--- config.mk ---
export PLATFORM = sky130hd
export DESIGN_NAME = pcf_top
export DESIGN_NICKNAME = d
export VERILOG_FILES = /design/src/verilog/pcf_pkg.sv /design/src/verilog/pcf_top.sv
export VERILOG_INCLUDE_DIRS = /design/src /design/src/verilog
export SDC_FILE = /design/constraint.sdc
export NUM_CORES = 1
export LEC_CHECK = 0
export BUFFER_PORTS_ARGS = -buffer_cell sky130_fd_sc_hd__buf_4
export CAP_MARGIN = 20
export CORE_MARGIN = 10
export CORE_UTILIZATION = 53
export DETAILED_ROUTE_END_ITERATION = 16
export MAX_ROUTING_LAYER = met4
export PLACE_DENSITY = 0.72
export SETUP_SLACK_MARGIN = 0.05
export SYNTH_ARGS = -nofsm -noshare
export SYNTH_HDL_FRONTEND = slang
export SYNTH_SLANG_ARGS = --single-unit
--- constraint.sdc ---
create_clock -name pclk -period 8.27 [get_ports pclk]
set_input_delay 0.827 -clock pclk [delete_from_list [all_inputs] [get_ports pclk]]
set_output_delay 0.827 -clock pclk [all_outputs]
set_load 0.02 [all_outputs]
--- src/verilog/pcf_params.svh ---
`ifndef PCF_PARAMS_SVH
`define PCF_PARAMS_SVH

// ----------------------------------------------------------------------
// Register byte offsets
// ----------------------------------------------------------------------
`define PCF_OFS_SETUP 12'h000
`define PCF_OFS_STATUS 12'h004
`define PCF_OFS_CHG_HEAT 12'h008
`define PCF_OFS_DSG_HEAT 12'h00C
`define PCF_OFS_PERSIST 12'h010
`define PCF_OFS_FLOW 12'h014
`define PCF_OFS_TARGET 12'h018
`define PCF_OFS_TERM 12'h01C
`define PCF_OFS_FULL_CAP 12'h020
`define PCF_OFS_LEFT_CAP 12'h024
`define PCF_OFS_CONTROL 12'h028
`define PCF_OFS_TEMP 12'h02C

// ----------------------------------------------------------------------
// Pack setup word field positions
// ----------------------------------------------------------------------
`define PCF_BIT_RESERVE_NOLOAD 15
`define PCF_BIT_CAL_ALLOW 14
`define PCF_BIT_DIVIDER_SEL 11
`define PCF_BIT_WAKE_LEVEL 10
`define PCF_BIT_SENSE_HI 9
`define PCF_BIT_SENSE_LO 8
`define PCF_BIT_TIMES_TEN 7
`define PCF_BIT_RAMP_EN 6
`define PCF_BIT_SLEEP_EN 5
`define PCF_BIT_FULL_ON_TERM 4
`define PCF_BIT_EXT_SENSOR 0
`define PCF_SETUP_WMASK 16'hCFF1

// ----------------------------------------------------------------------
// Reset values
// ----------------------------------------------------------------------
`define PCF_SETUP_RESET 16'h0171
`define PCF_TARGET_MV_RESET 16'h1068
`define PCF_CHG_HEAT_RESET 32'h0000_0000
`define PCF_DSG_HEAT_RESET 32'h0000_0000
`define PCF_PERSIST_RESET 32'h0000_0000
`define PCF_FLOW_RESET 32'h0000_0000
`define PCF_TERM_RESET 32'h0001_0000

// Capacity gain per check interval must exceed this, in 0.01 mAh units (0.25 mAh).
`define PCF_TERM_CAP_MIN 16'h0019
`define PCF_TERM_GOOD_NEEDED 2'h2

`endif

--- src/verilog/pcf_pkg.sv ---
package pcf_pkg;

  // Measurement update carried from the measurement front end.
  typedef struct packed {
    logic valid;
    logic signed [15:0] int_temp;
    logic signed [15:0] mean_current;
    logic [15:0] stack_volts;
    logic [15:0] cap_delta;
  } pcf_meas_type;

  // Status flags kept by the block.
  typedef struct packed {
    logic charge_overheat_flag;
    logic discharge_overheat_flag;
    logic term_seen;
    logic charge_allowed_flag;
  } pcf_flags_type;

endpackage

--- src/verilog/pcf_top.sv ---
// Added by the designer: the register addresses and the APB interface to the registers.
`timescale 1ns/1ps
`default_nettype none
`include "pcf_params.svh"
module pcf_top (
  input wire logic pclk, // APB clock, 50 MHz.
  input wire logic presetn, // Asynchronous reset, active low.
  input wire logic psel, // APB select.
  input wire logic penable, // APB access phase.
  input wire logic pwrite, // APB direction.
  input wire logic [11:0] paddr, // APB byte address.
  input wire logic [31:0] pwdata, // APB write data.
  output logic [31:0] prdata, // APB read data.
  output logic pready, // APB ready.
  output logic pslverr, // APB error on unmapped address.
  input wire pcf_pkg::pcf_meas_type meas, // Measurement update.
  input wire logic signed [15:0] thermistor_sense_pin, // External thermistor reading.
  input wire logic ra_stop_req, // Request to stop resistance updates.
  input wire logic [7:0] res_factor_limit, // Max or min factor to ramp to.
  output logic [7:0] res_factor, // Present resistance factor.
  output logic ra_updates_stopped, // Resistance updates stopped.
  output logic calibration_mode, // Calibration mode active.
  output logic charge_term_pulse, // One-cycle pulse on charge termination.
  output var pcf_pkg::pcf_flags_type flags // Status flags.
);

  // ----------------------------------------------------------------------
  // Register state
  // ----------------------------------------------------------------------
  logic [15:0] setup_q, setup_d;
  logic [31:0] chg_heat_q, chg_heat_d;
  logic [31:0] dsg_heat_q, dsg_heat_d;
  logic [31:0] persist_q, persist_d;
  logic [31:0] flow_q, flow_d;
  logic [31:0] target_q, target_d;
  logic [31:0] term_q, term_d;
  logic [15:0] full_cap_q, full_cap_d;
  logic [15:0] left_cap_q, left_cap_d;
  logic cal_req_q, cal_req_d;
  logic [31:0] prdata_q, prdata_d;
  logic wr_en, rd_setup, hit;
  logic term_now;
  logic signed [15:0] temp_sel;
  pcf_pkg::pcf_flags_type flags_q, flags_d;

  // Selected temperature source.
  assign temp_sel = setup_q[`PCF_BIT_EXT_SENSOR] ? thermistor_sense_pin : meas.int_temp;

  // Address decode and bus handshake; the slave never inserts wait states.
  always_comb begin
    hit = 1'b1;
    if (paddr == `PCF_OFS_SETUP) begin
      hit = 1'b1;
    end else if (paddr == `PCF_OFS_STATUS || paddr == `PCF_OFS_CHG_HEAT) begin
      hit = 1'b1;
    end else if (paddr == `PCF_OFS_DSG_HEAT || paddr == `PCF_OFS_PERSIST) begin
      hit = 1'b1;
    end else if (paddr == `PCF_OFS_FLOW || paddr == `PCF_OFS_TARGET) begin
      hit = 1'b1;
    end else if (paddr == `PCF_OFS_TERM || paddr == `PCF_OFS_FULL_CAP) begin
      hit = 1'b1;
    end else if (paddr == `PCF_OFS_LEFT_CAP || paddr == `PCF_OFS_CONTROL) begin
      hit = 1'b1;
    end else if (paddr == `PCF_OFS_TEMP) begin
      hit = 1'b1;
    end else begin
      hit = 1'b0;
    end
  end
  assign wr_en = psel && penable && pwrite && hit;
  assign rd_setup = psel && !penable && !pwrite;
  assign pready = 1'b1;
  assign pslverr = psel && penable && !hit;
  assign prdata = prdata_q;

  // ----------------------------------------------------------------------
  // Register writes and read data
  // ----------------------------------------------------------------------
  // Next register values; a termination load of left capacity beats a write.
  always_comb begin
    setup_d = setup_q;
    chg_heat_d = chg_heat_q;
    dsg_heat_d = dsg_heat_q;
    persist_d = persist_q;
    flow_d = flow_q;
    target_d = target_q;
    term_d = term_q;
    full_cap_d = full_cap_q;
    left_cap_d = left_cap_q;
    cal_req_d = cal_req_q;
    prdata_d = prdata_q;
    if (wr_en) begin
      if (paddr == `PCF_OFS_SETUP) begin
        setup_d = pwdata[15:0] & `PCF_SETUP_WMASK;
      end else if (paddr == `PCF_OFS_CHG_HEAT) begin
        chg_heat_d = pwdata;
      end else if (paddr == `PCF_OFS_DSG_HEAT) begin
        dsg_heat_d = pwdata;
      end else if (paddr == `PCF_OFS_PERSIST) begin
        persist_d = pwdata;
      end else if (paddr == `PCF_OFS_FLOW) begin
        flow_d = pwdata;
      end else if (paddr == `PCF_OFS_TARGET) begin
        target_d = pwdata;
      end else if (paddr == `PCF_OFS_TERM) begin
        term_d = pwdata;
      end else if (paddr == `PCF_OFS_FULL_CAP) begin
        full_cap_d = pwdata[15:0];
      end else if (paddr == `PCF_OFS_LEFT_CAP) begin
        left_cap_d = pwdata[15:0];
      end else if (paddr == `PCF_OFS_CONTROL) begin
        cal_req_d = pwdata[0];
      end
    end
    if (term_now && setup_q[`PCF_BIT_FULL_ON_TERM]) begin
      left_cap_d = full_cap_q;
    end
    if (rd_setup) begin
      if (paddr == `PCF_OFS_SETUP) begin
        prdata_d = {16'h0000, setup_q};
      end else if (paddr == `PCF_OFS_STATUS) begin
        prdata_d = {16'h0000, flags_q.charge_overheat_flag, flags_q.discharge_overheat_flag,
                    10'h000, calibration_mode, ra_updates_stopped, flags_q.term_seen,
                    flags_q.charge_allowed_flag};
      end else if (paddr == `PCF_OFS_CHG_HEAT) begin
        prdata_d = chg_heat_q;
      end else if (paddr == `PCF_OFS_DSG_HEAT) begin
        prdata_d = dsg_heat_q;
      end else if (paddr == `PCF_OFS_PERSIST) begin
        prdata_d = persist_q;
      end else if (paddr == `PCF_OFS_FLOW) begin
        prdata_d = flow_q;
      end else if (paddr == `PCF_OFS_TARGET) begin
        prdata_d = target_q;
      end else if (paddr == `PCF_OFS_TERM) begin
        prdata_d = term_q;
      end else if (paddr == `PCF_OFS_FULL_CAP) begin
        prdata_d = {16'h0000, full_cap_q};
      end else if (paddr == `PCF_OFS_LEFT_CAP) begin
        prdata_d = {16'h0000, left_cap_q};
      end else if (paddr == `PCF_OFS_CONTROL) begin
        prdata_d = {31'h0000_0000, cal_req_q};
      end else if (paddr == `PCF_OFS_TEMP) begin
        prdata_d = {16'h0000, temp_sel};
      end else begin
        prdata_d = 32'h0000_0000;
      end
    end
  end

  // Register bank flip-flops.
  always_ff @(posedge pclk or negedge presetn) begin
    if (!presetn) begin
      setup_q <= `PCF_SETUP_RESET;
      chg_heat_q <= `PCF_CHG_HEAT_RESET;
      dsg_heat_q <= `PCF_DSG_HEAT_RESET;
      persist_q <= `PCF_PERSIST_RESET;
      flow_q <= `PCF_FLOW_RESET;
      target_q <= {16'h0000, `PCF_TARGET_MV_RESET};
      term_q <= `PCF_TERM_RESET;
      full_cap_q <= 16'h0000;
      left_cap_q <= 16'h0000;
      cal_req_q <= 1'b0;
      prdata_q <= 32'h0000_0000;
    end else begin
      setup_q <= setup_d;
      chg_heat_q <= chg_heat_d;
      dsg_heat_q <= dsg_heat_d;
      persist_q <= persist_d;
      flow_q <= flow_d;
      target_q <= target_d;
      term_q <= term_d;
      full_cap_q <= full_cap_d;
      left_cap_q <= left_cap_d;
      cal_req_q <= cal_req_d;
      prdata_q <= prdata_d;
    end
  end

  // Calibration mode is gated by the permission bit.
  assign calibration_mode = cal_req_q && setup_q[`PCF_BIT_CAL_ALLOW];

  // ----------------------------------------------------------------------
  // Overheat persistence, channel 0 charge and channel 1 discharge
  // ----------------------------------------------------------------------
  logic [1:0] hot, set_ok, release_ok;
  logic [15:0] cnt_q [2];
  logic [15:0] cnt_d [2];
  logic signed [15:0] lim [2];
  logic signed [15:0] rel [2];
  logic [15:0] per [2];
  logic chg_dir, dsg_dir;

  // Direction tests against the flow levels.
  assign chg_dir = meas.mean_current > $signed(flow_q[15:0]);
  assign dsg_dir = meas.mean_current <= -$signed(flow_q[31:16]);
  assign lim[0] = chg_heat_q[15:0];
  assign rel[0] = chg_heat_q[31:16];
  assign per[0] = persist_q[15:0];
  assign lim[1] = dsg_heat_q[15:0];
  assign rel[1] = dsg_heat_q[31:16];
  assign per[1] = persist_q[31:16];

  genvar ch;
  generate
    for (ch = 0; ch < 2; ch++) begin : g_heat
      // Persist counter restarts on any measurement update where the hot condition fails.
      always_comb begin
        hot[ch] = (temp_sel >= lim[ch]) && ((ch == 0) ? chg_dir : dsg_dir);
        cnt_d[ch] = cnt_q[ch];
        if (meas.valid) begin
          cnt_d[ch] = hot[ch] ? ((cnt_q[ch] == 16'hFFFF) ? cnt_q[ch] : cnt_q[ch] + 16'h0001)
                              : 16'h0000;
        end
        set_ok[ch] = meas.valid && hot[ch] && (per[ch] != 16'h0000)
                     && (cnt_d[ch] >= per[ch]);
        release_ok[ch] = meas.valid && (temp_sel <= rel[ch]);
      end

      // Persist counter register.
      always_ff @(posedge pclk or negedge presetn) begin
        if (!presetn) begin
          cnt_q[ch] <= 16'h0000;
        end else begin
          cnt_q[ch] <= cnt_d[ch];
        end
      end
    end
  endgenerate

  // ----------------------------------------------------------------------
  // Charge termination detection
  // ----------------------------------------------------------------------
  logic [15:0] win_cnt_q, win_cnt_d;
  logic [15:0] cap_sum_q, cap_sum_d;
  logic all_low_q, all_low_d;
  logic [1:0] good_q, good_d;
  logic [15:0] cap_next;
  logic win_end, win_good, volts_ok;

  // Interval tracking, one step per measurement update.
  always_comb begin
    cap_next = cap_sum_q + meas.cap_delta;
    volts_ok = meas.stack_volts > (target_q[15:0] - target_q[31:16]);
    win_end = meas.valid && (win_cnt_q + 16'h0001 >= term_q[31:16]);
    win_good = all_low_q && (meas.mean_current < $signed(term_q[15:0]))
               && (cap_next > `PCF_TERM_CAP_MIN) && volts_ok;
    win_cnt_d = win_cnt_q;
    cap_sum_d = cap_sum_q;
    all_low_d = all_low_q;
    good_d = good_q;
    term_now = 1'b0;
    if (meas.valid) begin
      if (win_end) begin
        win_cnt_d = 16'h0000;
        cap_sum_d = 16'h0000;
        all_low_d = 1'b1;
        good_d = win_good ? ((good_q == 2'h0) ? 2'h1 : 2'h2) : 2'h0;
        term_now = win_good && (good_q != 2'h0) && flags_q.charge_allowed_flag;
      end else begin
        win_cnt_d = win_cnt_q + 16'h0001;
        cap_sum_d = (cap_next < cap_sum_q) ? 16'hFFFF : cap_next;
        all_low_d = all_low_q && (meas.mean_current < $signed(term_q[15:0]));
      end
    end
  end

  // Flags next values; hardware set and clear never collide with software.
  always_comb begin
    flags_d = flags_q;
    if (set_ok[0]) begin
      flags_d.charge_overheat_flag = 1'b1;
    end else if (release_ok[0]) begin
      flags_d.charge_overheat_flag = 1'b0;
    end
    if (set_ok[1]) begin
      flags_d.discharge_overheat_flag = 1'b1;
    end else if (release_ok[1]) begin
      flags_d.discharge_overheat_flag = 1'b0;
    end
    if (term_now) begin
      flags_d.charge_allowed_flag = 1'b0;
      flags_d.term_seen = 1'b1;
    end else if (meas.valid && dsg_dir) begin
      flags_d.charge_allowed_flag = 1'b1;
      flags_d.term_seen = 1'b0;
    end
  end

  // Termination and flag registers.
  always_ff @(posedge pclk or negedge presetn) begin
    if (!presetn) begin
      win_cnt_q <= 16'h0000;
      cap_sum_q <= 16'h0000;
      all_low_q <= 1'b1;
      good_q <= 2'h0;
      flags_q <= 4'h1;
    end else begin
      win_cnt_q <= win_cnt_d;
      cap_sum_q <= cap_sum_d;
      all_low_q <= all_low_d;
      good_q <= good_d;
      flags_q <= flags_d;
    end
  end
  assign flags = flags_q;

  // ----------------------------------------------------------------------
  // Resistance factor ramp
  // ----------------------------------------------------------------------
  logic [7:0] res_q, res_d;
  logic at_limit;

  // Steps one count per update toward the limit before updates stop.
  always_comb begin
    at_limit = (res_q == res_factor_limit);
    res_d = res_q;
    if (meas.valid && ra_stop_req && setup_q[`PCF_BIT_RAMP_EN] && !at_limit) begin
      res_d = (res_q < res_factor_limit) ? res_q + 8'h01 : res_q - 8'h01;
    end
  end

  // Ramp register.
  always_ff @(posedge pclk or negedge presetn) begin
    if (!presetn) begin
      res_q <= 8'h80;
    end else begin
      res_q <= res_d;
    end
  end
  assign res_factor = res_q;
  assign ra_updates_stopped = ra_stop_req && (!setup_q[`PCF_BIT_RAMP_EN] || at_limit);
  logic term_pulse_q;
  assign charge_term_pulse = term_pulse_q;

  // Termination pulse register, high for the cycle after detection.
  always_ff @(posedge pclk or negedge presetn) begin
    if (!presetn) begin
      term_pulse_q <= 1'b0;
    end else begin
      term_pulse_q <= term_now;
    end
  end

  // ----------------------------------------------------------------------
  // Assertions
  // ----------------------------------------------------------------------
  AST_CAL_GATE: assert property (@(posedge pclk) disable iff (!presetn)
    calibration_mode |-> setup_q[`PCF_BIT_CAL_ALLOW]) else $error("Calibration without permission.");
  AST_RAMP: assert property (@(posedge pclk) disable iff (!presetn)
    (ra_updates_stopped && setup_q[`PCF_BIT_RAMP_EN]) |-> res_q == res_factor_limit)
    else $error("Updates stopped before ramp end.");
  AST_RAMP_STEP: assert property (@(posedge pclk) disable iff (!presetn)
    (meas.valid && ra_stop_req && setup_q[`PCF_BIT_RAMP_EN] && !ra_updates_stopped)
    |=> (res_q == $past(res_q) + 8'h01) || (res_q == $past(res_q) - 8'h01))
    else $error("Resistance factor did not step by one.");
  AST_LOAD_CAP: assert property (@(posedge pclk) disable iff (!presetn)
    (term_now && setup_q[`PCF_BIT_FULL_ON_TERM]) |=> left_cap_q == $past(full_cap_q))
    else $error("Left capacity not loaded.");
  AST_TEMP_SRC: assert property (@(posedge pclk) disable iff (!presetn)
    !setup_q[`PCF_BIT_EXT_SENSOR] |-> temp_sel == meas.int_temp) else $error("Wrong sensor.");
  AST_CHG_SET: assert property (@(posedge pclk) disable iff (!presetn)
    $rose(flags_q.charge_overheat_flag)
    |-> (cnt_q[0] >= $past(per[0])) && ($past(per[0]) != 16'h0000))
    else $error("Charge overheat set early.");
  AST_CHG_CLR: assert property (@(posedge pclk) disable iff (!presetn)
    (release_ok[0] && !set_ok[0]) |=> !flags_q.charge_overheat_flag)
    else $error("Charge overheat not released.");
  AST_DSG_SET: assert property (@(posedge pclk) disable iff (!presetn)
    (set_ok[1]) |=> flags_q.discharge_overheat_flag) else $error("Discharge overheat missed.");
  AST_DSG_OFF: assert property (@(posedge pclk) disable iff (!presetn)
    (per[1] == 16'h0000) |-> !set_ok[1]) else $error("Disabled discharge overheat set.");
  AST_DSG_CLR: assert property (@(posedge pclk) disable iff (!presetn)
    (release_ok[1] && !set_ok[1]) |=> !flags_q.discharge_overheat_flag)
    else $error("Discharge overheat not released.");
  AST_TERM: assert property (@(posedge pclk) disable iff (!presetn)
    term_now |=> !flags_q.charge_allowed_flag ##0 charge_term_pulse)
    else $error("Termination did not clear charge flag.");

endmodule
`default_nettype wire

# After elaboration in Yosys (flattened, before gate mapping)
# Index checks and enable logic that the tools add are counted.
# W data, S select, Z words.
word_totals:
  ff_bits: 348
  latchBits: 0
  mem_bits_rw: 0
  mem_bits_ro: 0
  in_bits: 139
  out_inout_bits: 49
  elab_cells: 189
  n_memories: 0
op_classes:
  n_addsub: 8
  n_mul: 0
  n_div: 0
  magnitude_cmp: 14
  n_eq_ne: 22
  shift: 0
  muxes: 52
  bitwise: 9
  reduce_logical: 61
op_table:
  columns: ["cell", "count"]
  rows:
  - ["$mux W16", 25]
  - ["$mux W32", 8]
  - ["$ge A16 B16 Y1", 5]
  - ["$add A16 B1 Y16 const B", 3]
  - ["$eq A12 B5 Y1 const B", 4]
  - ["$eq A12 B6 Y1 const B", 4]
  - ["$le A16 B16 Y1", 3]
  - ["$eq A16 B16 Y1 const B", 2]
  - ["$gt A16 B16 Y1", 2]
  - ["$lt A16 B16 Y1", 2]
  - ["$reduce_bool A16 Y1", 2]
  - ["$logic_and A1 B1 Y1", 29]
  - ["$eq A12 B4 Y1 const B", 2]
  - ["$add A16 B16 Y16", 1]
  - ["$gt A16 B5 Y1 const B", 1]
  - ["$neg A16 Y16", 1]
  - ["$sub A16 B16 Y16", 1]
  - ["$mux W1", 14]
  - ["$ne A2 B2 Y1 const B", 7]
  - ["$eq A12 B3 Y1 const B", 1]
  - ["$logic_not A12 Y1", 1]
  - ["$reduce_bool A2 Y1", 6]
  - ["$reduce_and A11 Y1", 1]
  - ["$reduce_and A10 Y1", 1]
  - ["other kinds (19)", 40]

# Longest topological paths before layout
logic_depth:
  depth_word: 13
  ltp_mapped: 24

# Worst setup path before layout
# Ideal clock, no wire load.
synth_path:
  kind: "register to register"
  start: "register setup_q[0]"
  end: "register flags_q, in the netlist flags[2]"
  setup_ps: 122
  t_arrival_ps: 4858
  t_required_ps: 8148
  path_slack_ps: 3290
  path_stages_with_launch: 23
  synth_period_minus_slack_ps: 4980
  path_cell_list: "dfstp_2 -> clkbuf_1 -> clkbuf_1 -> mux2_2 -> ha_1 -> nor2b_1 -> o21a_1 -> o21ai_0 -> nand2b_1 -> a221oi_1 -> mux2i_1 -> nor2_1 -> a21oi_1 -> o21ai_0 -> ha_1 -> a21o_1 -> a21o_1 -> a21oi_1 -> o21ai_0 -> a21oi_1 -> o21ai_0 -> a41o_1 -> a32o_1"
synth_rtl:
  columns: ["item", "line_no", "text"]
  rows:
  - ["from (decl)", "pcf_top.sv:30", "logic [15:0] setup_q, setup_d;"]
  - ["from (signal assigned)", "pcf_top.sv:154", "setup_q <= `PCF_SETUP_RESET;"]
  - ["from (signal assigned)", "pcf_top.sv:166", "setup_q <= setup_d;"]
  - ["to (signal assigned)", "pcf_top.sv:303", "flags_q <= flags_d;"]
  - ["to (decl)", "pcf_top.sv:44", "pcf_pkg::pcf_flags_type flags_q, flags_d;"]

# Worst setup path after layout
layout_path:
  start: "register setup_q[0]"
  end: "register flags_q, in the netlist flags[2]"
layout_between:
  elab_chain_cells: 8
layout_lines:
  columns: ["item", "line_no", "text"]
  rows:
  - ["$mux W16 *", "pcf_top.sv:47", "assign temp_sel = setup_q[`PCF_BIT_EXT_SENSOR] ? thermistor_sense_pin : meas.int_temp;"]
  - ["$ge A16 B16 Y1", "pcf_top.sv:209", "hot[ch] = (temp_sel >= lim[ch]) && ((ch == 0) ? chg_dir : dsg_dir);"]
  - ["$logic_and A1 B1 Y1", "pcf_top.sv:209", null]
  - ["$mux W16", "pcf_top.sv:212", "cnt_d[ch] = hot[ch] ? ((cnt_q[ch] == 16'hFFFF) ? cnt_q[ch] : cnt_q[ch] + 16'h0001)"]
  - ["$mux W16", "pcf_top.sv:211", "if (meas.valid) begin"]
  - ["$ge A16 B16 Y1", "pcf_top.sv:216", "&& (cnt_d[ch] >= per[ch]);"]
  - ["$logic_and A1 B1 Y1", "pcf_top.sv:216", null]
  - ["$mux W1 / $reduce_bool A2 Y1 (equally long branches)", null, null]
# Every way passes the cells marked *; elsewhere a longest branch is shown, timed or not.
# A chain may end at the register's enable or synchronous reset.

==> run metrics <==
outcome finished clean; DR vias 19800; Leak 0.0131 uW; post-route setup TNS 0 ps; H-tree Lvls 2; IO Count 188; EDFF count, synth 0; Max Clock Skew 27.9 ps; RSZ-0062 raised after global routing no; Sw Pwr 1500 uW; WS Path Type reg -> reg; Via density 6.21; first-pass GRT wire length 118000 um; DR WL/cell 24.5 um; DR pass1 iterations 6; Post-CTS Setup Bufs 0; Detail Route Antenna Nets 0; internal power 3450 uW; XOR/XNOR share of the synthesized area 2.95%; Max IR drop VDD 0.000197 V; maxcap violations 0; row count 75; crit path buf inv count 0; hold crit path type in -> async; share of total power in sequential cells 36.6%; Main synth FF type dfrtp_1; min Tclk post-route 5900 ps; Synth Area in Adders 13.4%; synthesized area per cell 9.23 um^2; slowest CP cell dfstp_2; Clock Tree Root clkbuf_16; Hold Buf Count CTS 0; drc violations 0; Placer Congestion 0.967; final worst setup slack 2370 ps; Largest delay share family, worst path compound AO/OA/AOI/OAI gates; Final Cycle Share 71.3%; Pins Over Slew Limit 0; Synth Register Bits 348; IO buf count 186; ys async rst share 100%; Post-Syn Area 22800 um^2; Sw Ratio 30.3%; initial antenna violation count 2; initial core utilization 54.1%; Simple-Gate Fraction of Synth Area 13.6%; grt ovf 0; Fin. Hold Viols 0; Num Clock Sinks 348; Largest stage delay, worst path 840 ps; CTS tree done; Clock transition at path regs 60 ps; ratio of total power to cell area 188 nW/um^2; most common cell after layout, fill and taps aside dfrtp_1; final hold slack 245 ps; Clock Power Share 40.9%; Worst setup EP type register; max_slew headroom 25.3%; Core Area 42200 um^2; most frequent cells in the layout 335 x dfrtp_1, 280 x nand2_1, 273 x o21ai_0; Yosys warnings 0; Crit Path Max Fanout 19; nets 3000; Worst EP arrival 6370 ps; Area Overhead vs Synth 15.0%; Mapped Cells 2473; kind of start point of the critical path register; largest net degree at the start of global routing 88; post_cts resized 0; overall routed net length 78100 um; Post-Syn Nets 2854; die footprint 51800 um^2; most used cell, CP a21o_1; overall routing resource usage 30.8%; overall die width 228 um; Highest Clock Rate 169 MHz; Yosys cell types 84; Critical Path RT 8740 ps; initial DRC count 2269; crit-path cells mux2_2, ha_1, a21o_1, a21o_1, a21oi_1, o21ai_0, a221oi_1, mux2i_1, nor2_1, nor2_1, or2_2, ha_1, nand2b_1, a21o_1, a21o_1, a21oi_1, o21ai_0, a21oi_1, o21ai_0, a41o_1, a32o_1; vias in the first global route 19900; TritonCTS Buffers 41; DP Wirelength 59900 um; final setup fails 0; pre-CTS WS 2320 ps; Compound-Gate Fraction of Synth Area 17.9%; Clk Latency, worst-skew pair 580 ps; CTS max path bufs 3; Least-Margin Pin Slew 1120 ps; chip height 228 um; combinational share of power 22.5%; main combinational cell family by area after synthesis compound AO/OA/AOI/OAI gates; register area share after synthesis 38.2%; mux share of post-synthesis cell area 8.31%; share of cells above drive strength 1 17.7%
[power groups by stage]
stage                     logic [uW]  registers [uW]  clock network, uW
after floorplan                  747            1820                  0
after global placement          1070            1830                  0
after detailed placement        1100            1830                  0
after CTS                       1110            1810               2040
after global routing            1250            1810               2110
final                           1110            1810               2020
[synthesized netlist by cell type, drive strengths merged, types with 18 or more instances]
library cell	count	area, um^2
ha	239	2990
nand4	45	282
nor3	48	245
nor4	20	153
nand2b	18	113
nor2	82	308
mux2	140	1610
dfrtp	335	8380
buf	21	125
nand2	281	1050
nor2b	23	144
a21oi	128	641
inv	216	811
o21a	20	150
clkbuf	89	335
xnor2	31	272
a21o	52	390
o22ai	40	250
nand3	50	250
a211oi	22	170
o21ai	274	1370
o211ai	20	150
xor2	46	403
and3	25	156
[flip-flops by register name, indices dropped and copies added (netlist names), 16 cells and up]
signal	flops
cap_sum_q	16
chg_heat_q	32
cnt_q	32
dsg_heat_q	32
flow_q	32
full_cap_q	16
left_cap_q	16
persist_q	32
prdata	32
target_q	32
term_q	32
win_cnt_q	16
[cells by family after synthesis]
family / Yosys count
AO/OA/AOI/OAI: 670
XOR/XNOR: 77
adder cells (fa/ha/maj): 242
buffers and inverters: 327
flip-flops: 348
multiplexers: 162
other: 1
AND/OR/NAND/NOR: 646
[metrics by stage]
stage                     std cells  utilization [%]  power [uW]  instance area [um^2]
final                          3194             62.2        4940                 26300
after global routing           3193             62.2        5180                 26300
after CTS                      3189             62.1        4960                 26200
after detailed placement       3113             58.5        2940                 24700
after global placement         3113             58.5        2900                 24700
after floorplan                2473                -        2570                 22800
[final cells by class]
| class | count | area, um^2 |
|---|---|---|
| fill | 3592 | 16000 |
| multi-input combinational | 1798 | 12900 |
| sequential | 348 | 8720 |
| timing repair buffer | 213 | 1630 |
| clock buffer | 59 | 1210 |
| inverter | 217 | 815 |
| tap | 539 | 674 |
| clock inverter | 17 | 293 |
| antenna | 3 | 7.51 |
[layer usage]
metal | part of all wire, % | wire length, um | track usage, %
met1 | 41 | 32300 | 39.4
met2 | 45 | 35200 | 46.5
met3 | 8.5 | 6680 | 5.83
met4 | 5.0 | 3870 | 14.6
met5 | 0 | 0 | -
[path summary, 6_finish.rpt]
check	from	end	slack, ps	cells past startpoint
setup / recovery	setup_q[0]	flags[2]	2370	21
hold / removal	presetn	cap_sum_q[1]	250	1
setup reg to reg	setup_q[0]	flags[2]	2370	21
hold reg to reg	all_low_q	all_low_q	460	2
max in group asynchronous	presetn	setup_q[11]	6500	2
min in group pclk	all_low_q	all_low_q	460	2
Power figures use the tool's default switching activity.
